**src/override_ctrl_pkg.sv**
```systemverilog
// constants for the host override control register bank
`default_nettype none
package override_ctrl_pkg;
  // ----------------------------------------------------------------
  // register offsets and reset values
  // ----------------------------------------------------------------
  localparam logic [7:0] FET_MON_CTRL_OFFSET = 8'h86;
  localparam logic [7:0] AUTONOMY_CTRL_OFFSET = 8'h87;
  localparam logic [7:0] FET_MON_CTRL_RESET = 8'h00;
  localparam logic [7:0] AUTONOMY_CTRL_RESET = 8'h00;
  // ----------------------------------------------------------------
  // field positions, first control register
  // ----------------------------------------------------------------
  localparam int LOAD_ERROR_CLEAR_BIT = 7;
  localparam int LOAD_MONITOR_TRIGGER_BIT = 6;
  localparam int CHARGER_ERROR_CLEAR_BIT = 5;
  localparam int CHARGER_MONITOR_TRIGGER_BIT = 4;
  localparam int PACK_SHUTDOWN_BIT = 3;
  localparam int PRECHARGE_BIT = 2;
  localparam int CHARGE_BIT = 1;
  localparam int DISCHARGE_BIT = 0;
  // ----------------------------------------------------------------
  // field positions, second control register
  // ----------------------------------------------------------------
  localparam int RESERVED_BIT = 7;
  localparam int SWITCH_OVERRIDE_BIT = 6;
  localparam int BALANCE_OVERRIDE_BIT = 5;
  localparam int LOAD_MONITOR_OVERRIDE_BIT = 4;
  localparam int CHARGER_MONITOR_OVERRIDE_BIT = 3;
  localparam int SCAN_OVERRIDE_BIT = 2;
  localparam int OPEN_WIRE_START_BIT = 1;
  localparam int BALANCE_ON_BIT = 0;
  // ----------------------------------------------------------------
  // timing
  // ----------------------------------------------------------------
  localparam int CLK_PERIOD_NS = 10;
  localparam int RECOVERY_PULSE_NS = 1000;
  localparam int RECOVERY_PULSE_CYCLES = (RECOVERY_PULSE_NS + CLK_PERIOD_NS - 1) / CLK_PERIOD_NS;
  // monitor channel sequence
  typedef enum logic [1:0] {MON_IDLE, MON_PULSE, MON_SAMPLE} monitor_state_t;
endpackage : override_ctrl_pkg
`default_nettype wire

```
**src/monitor_channel.sv**
```systemverilog
// one load or charger monitor channel with host-triggered recovery pulse
`timescale 1ns/100ps
`default_nettype none
module monitor_channel
#(
  parameter int unsigned PULSE_CYCLES = override_ctrl_pkg::RECOVERY_PULSE_CYCLES
)
(
  input wire logic clk,
  input wire logic sys_rst,
  input wire logic override,
  input wire logic trigger,
  input wire logic stop,
  input wire logic error_clear,
  input wire logic sense_sync,
  input wire logic auto_on,
  input wire logic auto_present,
  output logic monitor_on_r,
  output logic recovery_pulse_r,
  output logic present_r,
  output logic busy_r
);
  localparam int CW = $clog2(PULSE_CYCLES + 1);

  // pulse width below one cycle cannot be produced
  if (PULSE_CYCLES < 1)
  begin : g_bad_pulse
    $error("PULSE_CYCLES must be at least 1");
  end

  override_ctrl_pkg::monitor_state_t state_r, state_nxt;
  logic [CW-1:0] cnt_r, cnt_nxt;
  wire start = override && trigger && (state_r == override_ctrl_pkg::MON_IDLE);

  // ----------------------------------------------------------------
  // recovery pulse sequencer
  // ----------------------------------------------------------------
  // a trigger while busy is dropped; the busy read-back tells the host
  always_comb
  begin
    state_nxt = state_r;
    cnt_nxt = cnt_r;
    case (state_r)
      override_ctrl_pkg::MON_IDLE:
        if (start)
        begin
          state_nxt = override_ctrl_pkg::MON_PULSE;
          cnt_nxt = CW'(PULSE_CYCLES - 1);
        end
      override_ctrl_pkg::MON_PULSE:
        if (cnt_r == '0)
          state_nxt = override_ctrl_pkg::MON_SAMPLE;
        else
          cnt_nxt = cnt_r - 1'b1;
      override_ctrl_pkg::MON_SAMPLE:
        state_nxt = override_ctrl_pkg::MON_IDLE;
      default:
        state_nxt = override_ctrl_pkg::MON_IDLE;
    endcase
  end

  always_ff @(posedge clk)
  begin
    if (sys_rst)
    begin
      state_r <= override_ctrl_pkg::MON_IDLE;
      cnt_r <= '0;
      recovery_pulse_r <= 1'b0;
      busy_r <= 1'b0;
    end
    else
    begin
      state_r <= state_nxt;
      cnt_r <= cnt_nxt;
      recovery_pulse_r <= (state_nxt == override_ctrl_pkg::MON_PULSE);
      busy_r <= (state_nxt != override_ctrl_pkg::MON_IDLE);
    end
  end

  // ----------------------------------------------------------------
  // monitor power and presence flag
  // ----------------------------------------------------------------
  // without override the core's automatic monitor owns both
  always_ff @(posedge clk)
  begin
    if (sys_rst)
    begin
      monitor_on_r <= 1'b0;
      present_r <= 1'b0;
    end
    else if (!override)
    begin
      monitor_on_r <= auto_on;
      present_r <= auto_present;
    end
    else
    begin
      if (trigger)
        monitor_on_r <= 1'b1;
      else if (stop)
        monitor_on_r <= 1'b0;
      if (state_r == override_ctrl_pkg::MON_SAMPLE)
        present_r <= sense_sync; // sample wins over a clear
      else if (error_clear)
        present_r <= 1'b0;
    end
  end

  logic [CW:0] pulse_len_r;
  always_ff @(posedge clk)
  begin
    if (sys_rst)
      pulse_len_r <= '0;
    else if (recovery_pulse_r)
      pulse_len_r <= pulse_len_r + 1'b1;
    else
      pulse_len_r <= '0;
  end
endmodule : monitor_channel
`default_nettype wire

```
**src/host_override_control.sv**
```systemverilog
// host override control registers: monitor triggers, power switch drive, autonomy overrides
// Behaviour
// - load, charger and switch bits act only under their matching override enables
// - load error clear resets load presence, self-clears, needs load monitor override
// - load monitor trigger turns monitor on, pulses recovery once, updates presence
// - charger error clear resets charger presence, self-clears, needs charger override
// - charger monitor trigger turns monitor on, pulses recovery, updates presence
// - pack shutdown bit drives the pack shutdown pin directly
// - automatic shutdown also sets the pack shutdown bit when its option is on
// - precharge bit switches the precharge drive
// - precharge bit cleared on charge, discharge overcurrent or short unless overridden
// - charge bit switches the charge drive
// - charge bit cleared on charge overcurrent or short unless overridden
// - discharge bit switches the discharge drive
// - discharge bit cleared on discharge overcurrent or short unless overridden
// - short circuit forces switches off even under host override
// - second register layout: reserved, overrides, open-wire start, balance on
// - without switch override switches run automatically, with it host bits govern
// - listed faults, sleep and switches-off input always force switches off
// - open-wire start launches scan, reads one while running, clears on completion
// - watchdog resets scan override; auto scans resume after next bus transaction
`timescale 1ns/100ps
`default_nettype none
module host_override_control
#(
  parameter int unsigned PULSE_CYCLES = override_ctrl_pkg::RECOVERY_PULSE_CYCLES
)
(
  input wire logic clk,
  input wire logic sys_rst,
  input wire logic reg_wr_en,
  input wire logic reg_rd_en,
  input wire logic [7:0] reg_addr,
  input wire logic [7:0] reg_wdata,
  output logic [7:0] reg_rdata,
  input wire logic i2c_transaction,
  input wire logic watchdog_expired,
  input wire logic charge_overcurrent,
  input wire logic discharge_overcurrent,
  input wire logic discharge_short_circuit,
  input wire logic open_wire_fault,
  input wire logic internal_overtemp,
  input wire logic overvoltage_lockout,
  input wire logic undervoltage_lockout,
  input wire logic sleep_mode,
  input wire logic cell_failure,
  input wire logic cell_failure_shutdown_enable,
  input wire logic open_wire_shutdown_enable,
  input wire logic overvoltage_shutdown_enable,
  input wire logic auto_precharge_req,
  input wire logic auto_charge_req,
  input wire logic auto_discharge_req,
  input wire logic auto_load_monitor_on,
  input wire logic auto_load_present,
  input wire logic auto_charger_monitor_on,
  input wire logic auto_charger_present,
  input wire logic open_wire_host_enable,
  input wire logic open_wire_scan_done,
  input wire logic switches_off_input,
  input wire logic load_sense_pin,
  input wire logic charger_sense_pin,
  output logic precharge_switch_drive,
  output logic charge_switch_drive,
  output logic discharge_switch_drive,
  output logic pack_shutdown_out,
  output logic load_monitor_on,
  output logic load_recovery_pulse,
  output logic load_present_flag,
  output logic charger_monitor_on,
  output logic charger_recovery_pulse,
  output logic charger_present_flag,
  output logic auto_scan_enable,
  output logic open_wire_scan_req,
  output logic host_balance_override,
  output logic host_balance_active
);
  // ----------------------------------------------------------------
  // helpers
  // ----------------------------------------------------------------
  // switch drive: host or automatic request, always gated by hard faults
  function automatic logic switch_drive(input logic ovr, input logic host_bit,
                                        input logic auto_req, input logic forced);
    switch_drive = (ovr ? host_bit : auto_req) && !forced;
  endfunction : switch_drive

  // ----------------------------------------------------------------
  // pin synchronisers
  // ----------------------------------------------------------------
  // pins are asynchronous; stage one feeds stage two only
  logic [2:0] pin_meta_r, pin_sync_r;
  always_ff @(posedge clk)
  begin
    if (sys_rst)
    begin
      pin_meta_r <= 3'h0;
      pin_sync_r <= 3'h0;
    end
    else
    begin
      pin_meta_r <= {switches_off_input, charger_sense_pin, load_sense_pin};
      pin_sync_r <= pin_meta_r;
    end
  end
  wire switches_off_sync = pin_sync_r[2];

  // ----------------------------------------------------------------
  // register state and decode
  // ----------------------------------------------------------------
  logic psd_r, precharge_r, charge_r, discharge_r;
  logic switch_ovr_r, balance_ovr_r, load_ovr_r, charger_ovr_r, scan_ovr_r;
  logic open_wire_r, balance_on_r, scan_hold_r;
  logic load_busy, charger_busy;

  wire wr_ctrl1 = reg_wr_en && (reg_addr == override_ctrl_pkg::FET_MON_CTRL_OFFSET);
  wire wr_ctrl2 = reg_wr_en && (reg_addr == override_ctrl_pkg::AUTONOMY_CTRL_OFFSET);
  wire load_trig = wr_ctrl1 && reg_wdata[override_ctrl_pkg::LOAD_MONITOR_TRIGGER_BIT];
  wire load_stop = wr_ctrl1 && !reg_wdata[override_ctrl_pkg::LOAD_MONITOR_TRIGGER_BIT];
  wire load_clr = wr_ctrl1 && reg_wdata[override_ctrl_pkg::LOAD_ERROR_CLEAR_BIT];
  wire chg_trig = wr_ctrl1 && reg_wdata[override_ctrl_pkg::CHARGER_MONITOR_TRIGGER_BIT];
  wire chg_stop = wr_ctrl1 && !reg_wdata[override_ctrl_pkg::CHARGER_MONITOR_TRIGGER_BIT];
  wire chg_clr = wr_ctrl1 && reg_wdata[override_ctrl_pkg::CHARGER_ERROR_CLEAR_BIT];

  // hardware fault terms
  wire short_hit = discharge_short_circuit;
  wire forced_off = short_hit || open_wire_fault || internal_overtemp || overvoltage_lockout
                    || undervoltage_lockout || sleep_mode || switches_off_sync;
  wire clr_precharge = !switch_ovr_r && (charge_overcurrent || discharge_overcurrent || short_hit);
  wire clr_charge = !switch_ovr_r && (charge_overcurrent || short_hit);
  wire clr_discharge = !switch_ovr_r && (discharge_overcurrent || short_hit);
  wire auto_shutdown = (cell_failure && cell_failure_shutdown_enable)
                       || (open_wire_fault && open_wire_shutdown_enable)
                       || (overvoltage_lockout && overvoltage_shutdown_enable);
  wire ow_allowed = open_wire_host_enable || scan_ovr_r;
  wire ow_launch = wr_ctrl2 && reg_wdata[override_ctrl_pkg::OPEN_WIRE_START_BIT] && ow_allowed && !open_wire_r;

  // ----------------------------------------------------------------
  // first control register: shutdown and switch bits
  // ----------------------------------------------------------------
  // fault clear beats a host write of one; safety before software
  always_ff @(posedge clk)
  begin
    if (sys_rst)
    begin
      psd_r <= override_ctrl_pkg::FET_MON_CTRL_RESET[override_ctrl_pkg::PACK_SHUTDOWN_BIT];
      precharge_r <= override_ctrl_pkg::FET_MON_CTRL_RESET[override_ctrl_pkg::PRECHARGE_BIT];
      charge_r <= override_ctrl_pkg::FET_MON_CTRL_RESET[override_ctrl_pkg::CHARGE_BIT];
      discharge_r <= override_ctrl_pkg::FET_MON_CTRL_RESET[override_ctrl_pkg::DISCHARGE_BIT];
    end
    else
    begin
      if (auto_shutdown)
        psd_r <= 1'b1; // set wins over a host clear
      else if (wr_ctrl1)
        psd_r <= reg_wdata[override_ctrl_pkg::PACK_SHUTDOWN_BIT];
      if (clr_precharge)
        precharge_r <= 1'b0;
      else if (wr_ctrl1)
        precharge_r <= reg_wdata[override_ctrl_pkg::PRECHARGE_BIT];
      if (clr_charge)
        charge_r <= 1'b0;
      else if (wr_ctrl1)
        charge_r <= reg_wdata[override_ctrl_pkg::CHARGE_BIT];
      if (clr_discharge)
        discharge_r <= 1'b0;
      else if (wr_ctrl1)
        discharge_r <= reg_wdata[override_ctrl_pkg::DISCHARGE_BIT];
    end
  end

  // ----------------------------------------------------------------
  // second control register and scan hold
  // ----------------------------------------------------------------
  always_ff @(posedge clk)
  begin
    if (sys_rst)
    begin
      switch_ovr_r <= override_ctrl_pkg::AUTONOMY_CTRL_RESET[override_ctrl_pkg::SWITCH_OVERRIDE_BIT];
      balance_ovr_r <= override_ctrl_pkg::AUTONOMY_CTRL_RESET[override_ctrl_pkg::BALANCE_OVERRIDE_BIT];
      load_ovr_r <= override_ctrl_pkg::AUTONOMY_CTRL_RESET[override_ctrl_pkg::LOAD_MONITOR_OVERRIDE_BIT];
      charger_ovr_r <= override_ctrl_pkg::AUTONOMY_CTRL_RESET[override_ctrl_pkg::CHARGER_MONITOR_OVERRIDE_BIT];
      balance_on_r <= override_ctrl_pkg::AUTONOMY_CTRL_RESET[override_ctrl_pkg::BALANCE_ON_BIT];
    end
    else if (wr_ctrl2)
    begin
      switch_ovr_r <= reg_wdata[override_ctrl_pkg::SWITCH_OVERRIDE_BIT];
      balance_ovr_r <= reg_wdata[override_ctrl_pkg::BALANCE_OVERRIDE_BIT];
      load_ovr_r <= reg_wdata[override_ctrl_pkg::LOAD_MONITOR_OVERRIDE_BIT];
      charger_ovr_r <= reg_wdata[override_ctrl_pkg::CHARGER_MONITOR_OVERRIDE_BIT];
      balance_on_r <= reg_wdata[override_ctrl_pkg::BALANCE_ON_BIT];
    end
  end

  // watchdog beats both a host write and a bus transaction in the same cycle
  wire scan_ovr_nxt = watchdog_expired ? 1'b0
                      : (wr_ctrl2 ? reg_wdata[override_ctrl_pkg::SCAN_OVERRIDE_BIT] : scan_ovr_r);
  wire scan_hold_nxt = watchdog_expired ? 1'b1 : (i2c_transaction ? 1'b0 : scan_hold_r);

  always_ff @(posedge clk)
  begin
    if (sys_rst)
    begin
      scan_ovr_r <= override_ctrl_pkg::AUTONOMY_CTRL_RESET[override_ctrl_pkg::SCAN_OVERRIDE_BIT];
      scan_hold_r <= 1'b0;
      auto_scan_enable <= 1'b0;
      open_wire_r <= override_ctrl_pkg::AUTONOMY_CTRL_RESET[override_ctrl_pkg::OPEN_WIRE_START_BIT];
      open_wire_scan_req <= 1'b0;
    end
    else
    begin
      scan_ovr_r <= scan_ovr_nxt;
      scan_hold_r <= scan_hold_nxt;
      auto_scan_enable <= !scan_ovr_nxt && !scan_hold_nxt;
      if (ow_launch)
        open_wire_r <= 1'b1;
      else if (open_wire_scan_done)
        open_wire_r <= 1'b0;
      open_wire_scan_req <= ow_launch; // one-cycle launch strobe
    end
  end

  // ----------------------------------------------------------------
  // monitor channels
  // ----------------------------------------------------------------
  monitor_channel #(.PULSE_CYCLES(PULSE_CYCLES)) u_load_mon (
    .clk(clk),
    .sys_rst(sys_rst),
    .override(load_ovr_r),
    .trigger(load_trig),
    .stop(load_stop),
    .error_clear(load_clr),
    .sense_sync(pin_sync_r[0]),
    .auto_on(auto_load_monitor_on),
    .auto_present(auto_load_present),
    .monitor_on_r(load_monitor_on),
    .recovery_pulse_r(load_recovery_pulse),
    .present_r(load_present_flag),
    .busy_r(load_busy)
  );

  monitor_channel #(.PULSE_CYCLES(PULSE_CYCLES)) u_charger_mon (
    .clk(clk),
    .sys_rst(sys_rst),
    .override(charger_ovr_r),
    .trigger(chg_trig),
    .stop(chg_stop),
    .error_clear(chg_clr),
    .sense_sync(pin_sync_r[1]),
    .auto_on(auto_charger_monitor_on),
    .auto_present(auto_charger_present),
    .monitor_on_r(charger_monitor_on),
    .recovery_pulse_r(charger_recovery_pulse),
    .present_r(charger_present_flag),
    .busy_r(charger_busy)
  );

  // ----------------------------------------------------------------
  // outputs and read-back
  // ----------------------------------------------------------------
  // clear bits read zero; trigger bits read one only while the pulse or the sample cycle after it runs
  wire [7:0] ctrl1_view = {1'b0, load_busy, 1'b0, charger_busy, psd_r, precharge_r, charge_r, discharge_r};
  wire [7:0] ctrl2_view = {1'b0, switch_ovr_r, balance_ovr_r, load_ovr_r, charger_ovr_r,
                           scan_ovr_r, open_wire_r, balance_on_r};
  wire [7:0] read_mux = (reg_addr == override_ctrl_pkg::FET_MON_CTRL_OFFSET) ? ctrl1_view
                        : (reg_addr == override_ctrl_pkg::AUTONOMY_CTRL_OFFSET) ? ctrl2_view : 8'h00;

  always_ff @(posedge clk)
  begin
    if (sys_rst)
    begin
      reg_rdata <= 8'h00;
      precharge_switch_drive <= 1'b0;
      charge_switch_drive <= 1'b0;
      discharge_switch_drive <= 1'b0;
      host_balance_override <= 1'b0;
      host_balance_active <= 1'b0;
    end
    else
    begin
      if (reg_rd_en)
        reg_rdata <= read_mux;
      precharge_switch_drive <= switch_drive(switch_ovr_r, precharge_r, auto_precharge_req, forced_off);
      charge_switch_drive <= switch_drive(switch_ovr_r, charge_r, auto_charge_req, forced_off);
      discharge_switch_drive <= switch_drive(switch_ovr_r, discharge_r, auto_discharge_req, forced_off);
      host_balance_override <= balance_ovr_r;
      host_balance_active <= balance_ovr_r && balance_on_r; // balance on only under override
    end
  end
  assign pack_shutdown_out = psd_r;
endmodule : host_override_control
`default_nettype wire

```
**config.mk**
```make
export PLATFORM = sky130hd
export DESIGN_NAME = host_override_control
export DESIGN_NICKNAME = d
export VERILOG_FILES = /design/src/override_ctrl_pkg.sv /design/src/monitor_channel.sv /design/src/host_override_control.sv
export SDC_FILE = /design/constraint.sdc
export NUM_CORES = 1
export LEC_CHECK = 0
export BUFFER_PORTS_ARGS = -buffer_cell sky130_fd_sc_hd__buf_4
export CAP_MARGIN = 10
export CORE_ASPECT_RATIO = 1.25
export CORE_MARGIN = 1
export CORE_UTILIZATION = 46
export DETAILED_ROUTE_END_ITERATION = 12
export PLACE_DENSITY_LB_ADDON = 0.15
export SLEW_MARGIN = 15
export SYNTH_ARGS = -nofsm -noshare
export SYNTH_HDL_FRONTEND = slang
export SYNTH_HIERARCHICAL = 1
export SYNTH_SLANG_ARGS = --single-unit
```
**constraint.sdc**
```tcl
create_clock -name clk -period 2 [get_ports clk]
set_input_delay 0.4 -clock clk [delete_from_list [all_inputs] [get_ports clk]]
set_output_delay 0.4 -clock clk [all_outputs]
set_load 0.005 [all_outputs]
```
==> metrics.yaml <==
critPathCaptureType: "flop"
via_count: 2169
clock_skew_ps: 7.24
syn_area_per_cell_sq_um: 9.57
cts_sinks: 58
io_buffer_count: 66
clk_pin_slew_ps: 70
cts_hold_buf: 0
period_needed_ps: 1760
synth_xor_area_share_pct: 0.685
yosys.area_share.simple_pct: 27.8
slew_headroom_pct: 64.1
synth.distinct_cells: 42
fin_area_sq_um: 3460
final_hold_viol_count: 0
swShare_pct: 20.0
synth_mux_area_share_pct: 10.1
gp_congestion: 0.774
die_area_sq_um: 5860
htree_num_levels: 3
grt_overflow: 0
tns_ps: 0
num_rows: 30
switchingPower_uw: 538
intPower_uw: 2150
antenna_found_initial: 0
highest_layer: "met4"
remaining_drc_errors: 0
crit_chain: "inv_1 > ha_1 > and3b_1 > a211o_2 > nor4_2 > mux2i_1"
cpMaxStageDelayCell: "dfxtp_1"
wl_per_cell_microns: 13.4
drive_gt1_share_pct: 32.4
synth_cells: 267
globalRouteTotalUtil_pct: 20.8
p_per_area_nw_per_um2: 779
yosysSeqAreaShare_pct: 45.4
ys_seq_elements: 58
clock_latency_ps: 340
required_ps: 2270
p_leak_uw: 0.00150
worst_hold_slack_ps: 236
ir_drop_v: 0.000465
hold_path.class: "primary input to flop"
via_per_inst: 5.18
slowest_delay_ps: 410
tightest_slew_ps: 539
cts-root-buf: "clkbuf_8"
die_h_microns: 85.3
cts_made_buffers: 9
clockBufferDepth: 2
wl_met2_microns: 2720
dr.pass1.iters: 4
area_growth_syn_to_layout_pct: 35.2
cp-start-kind: "flop"
cts_setup_buffers: 0
cts_resized: 0
status: "completed"
yosys_most_used_dff: "dfxtp_1"
synth_compound_area_share_pct: 10.4
fmax_mhz: 569
p_seq_share_pct: 43.6
maxCapViolCount: 0
grt_pass1_wl_microns: 8820
setup_violations: 0
met1Wirelength_microns: 2450
crit_type: "flop to flop"
yosysWarnings: 6
drt-total-wl_microns: 5600
clockPowerShare_pct: 50.6
synthArstFlopShare_pct: 0
synth-edff-count: 0
rsz0062_at_grt: "no"
n_antenna_cell: 0
cp_max_fo: 5
start_util_pct: 47.3
wl_met3_microns: 333
grt_max_degree: 55
period_share_pct: 88.0
power_frac_comb_pct: 5.8
tritoncts: "built"
netlist_area_sq_um: 2560
grt_pass1_vias: 2013
nNetsFinal: 400
drt_iter0_drc: 97
ant_nets: 0
coreArea_sq_um: 5410
place_area_sq_um: 3210
die_width_microns: 68.7
drv_slew: 0
synth_nets: 317
num_io_pins: 68
synthAdderAreaFrac_pct: 1.96
synth_top_family_by_area: "simple AND/OR/NAND/NOR gates"
hpwlAfterDp_microns: 4100
cp.arrival_ps: 2030
-- cell usage in the layout (no fill, tap or decap), types with 3 or more instances in the layout --
cell type / count
a21oi_1: 8
and2_1: 7
bufinv_16: 3
nor2b_1: 11
nor4_2: 4
nand3_1: 6
nand2_1: 12
buf_4: 81
ha_1: 4
nor2_1: 40
dfxtp_1: 58
inv_1: 12
a31oi_1: 4
clkbuf_8: 11
or3_1: 7
a211oi_1: 10
a22oi_1: 6
mux2_2: 6
nand2b_1: 4
nor4_1: 6
mux2i_1: 19
nor3_1: 5
-- metrics by stage --
| step | setup slack [ps] | utilization (%) | power (uW) | cells |
|---|---|---|---|---|
| after global routing | 86.2 | 64.0 | 2780 | 419 |
| after global placement | -60.3 | 59.3 | 1360 | 403 |
| after detailed placement | -86.8 | 59.3 | 1360 | 403 |
| after CTS | 237 | 64.0 | 2720 | 419 |
| after floorplan | -22.0 | - | 1260 | 267 |
| final | 241 | 64.0 | 2690 | 419 |
-- metal layers --
metal	GRT usage [%]	up-vias
met5	0	-
met4	11.4	0
met3	8.06	8
met2	33.0	54
met1	23.2	991
li1	-	1116
-- kinds of logic after synthesis --
family,count (synthesis)
muxes,25
and+or+nand+nor,119
buffers and inverters,21
xor gates and xnor gates,2
adders and majority gates,4
other,1
DFF,58
AOI/OAI and AO/OA,37
-- path summary, 6_finish.rpt --
path | from | end | slack, ps | depth (start not counted)
min reg2reg | pin_meta_r[1]$_SDFF_PP0_ | pin_sync_r[1]$_SDFF_PP0_ | 440 | 1
max | u_charger_mon/cnt_r[0]$_SDFFE_PP0P_ | u_charger_mon/cnt_r[3]$_SDFFE_PP0P_ | 240 | 6
max reg2reg | u_charger_mon/cnt_r[0]$_SDFFE_PP0P_ | u_charger_mon/cnt_r[3]$_SDFFE_PP0P_ | 240 | 6
min | watchdog_expired | auto_scan_enable$_SDFF_PP0_ | 240 | 2
-- sequential cells by signal, summed over array words and instances (netlist names), 2 cells and up --
signal,flops
u_charger_mon/state_r,2
pin_sync_r,3
u_load_mon/cnt_r,7
reg_rdata,7
u_load_mon/state_r,2
u_charger_mon/cnt_r,7
pin_meta_r,3
-- synth_stat cells (7+ instances only) --
| master | instances | area, sq um |
|---|---|---|
| a21oi_1 | 8 | 40.0 |
| mux2i_1 | 19 | 190 |
| nor2_1 | 40 | 150 |
| and2_1 | 7 | 43.8 |
| dfxtp_1 | 58 | 1160 |
| or3_1 | 7 | 43.8 |
| inv_1 | 12 | 45.0 |
| nand2_1 | 12 | 45.0 |
| a211oi_1 | 10 | 75.1 |
| nor2b_1 | 11 | 68.8 |
-- power groups by stage --
| stage | registers (uW) | clock network, uW | logic [uW] |
|---|---|---|---|
| 2_1_floorplan | 1200 | 0 | 59.9 |
| 6_report | 1170 | 1360 | 156 |
| 4_1_cts | 1170 | 1380 | 158 |
| 5_1_grt | 1180 | 1430 | 170 |
| 3_5_place_dp | 1200 | 0 | 158 |
| 3_3_place_gp | 1200 | 0 | 156 |
-- critical path: cells and delay by family (launching register included) --
| kind | cells | cell delay, ps |
|---|---|---|
| and+or+nand+nor | 2 | 370 |
| adders and majority gates | 1 | 240 |
| AOI/OAI and AO/OA | 1 | 380 |
| DFF | 1 | 410 |
| buffers and inverters | 1 | 80 |
| muxes | 1 | 200 |
-- layout make-up --
| class | count | area, sq um |
|---|---|---|
| tap | 64 | 80.1 |
| clock inverter | 5 | 100 |
| timing repair buffer | 81 | 608 |
| fill | 487 | 1950 |
| sequential | 58 | 1160 |
| multi-input combinational | 188 | 1310 |
| inverter | 12 | 45.0 |
| clock buffer | 11 | 151 |
Note: power is estimated with default switching activity, not from simulation.
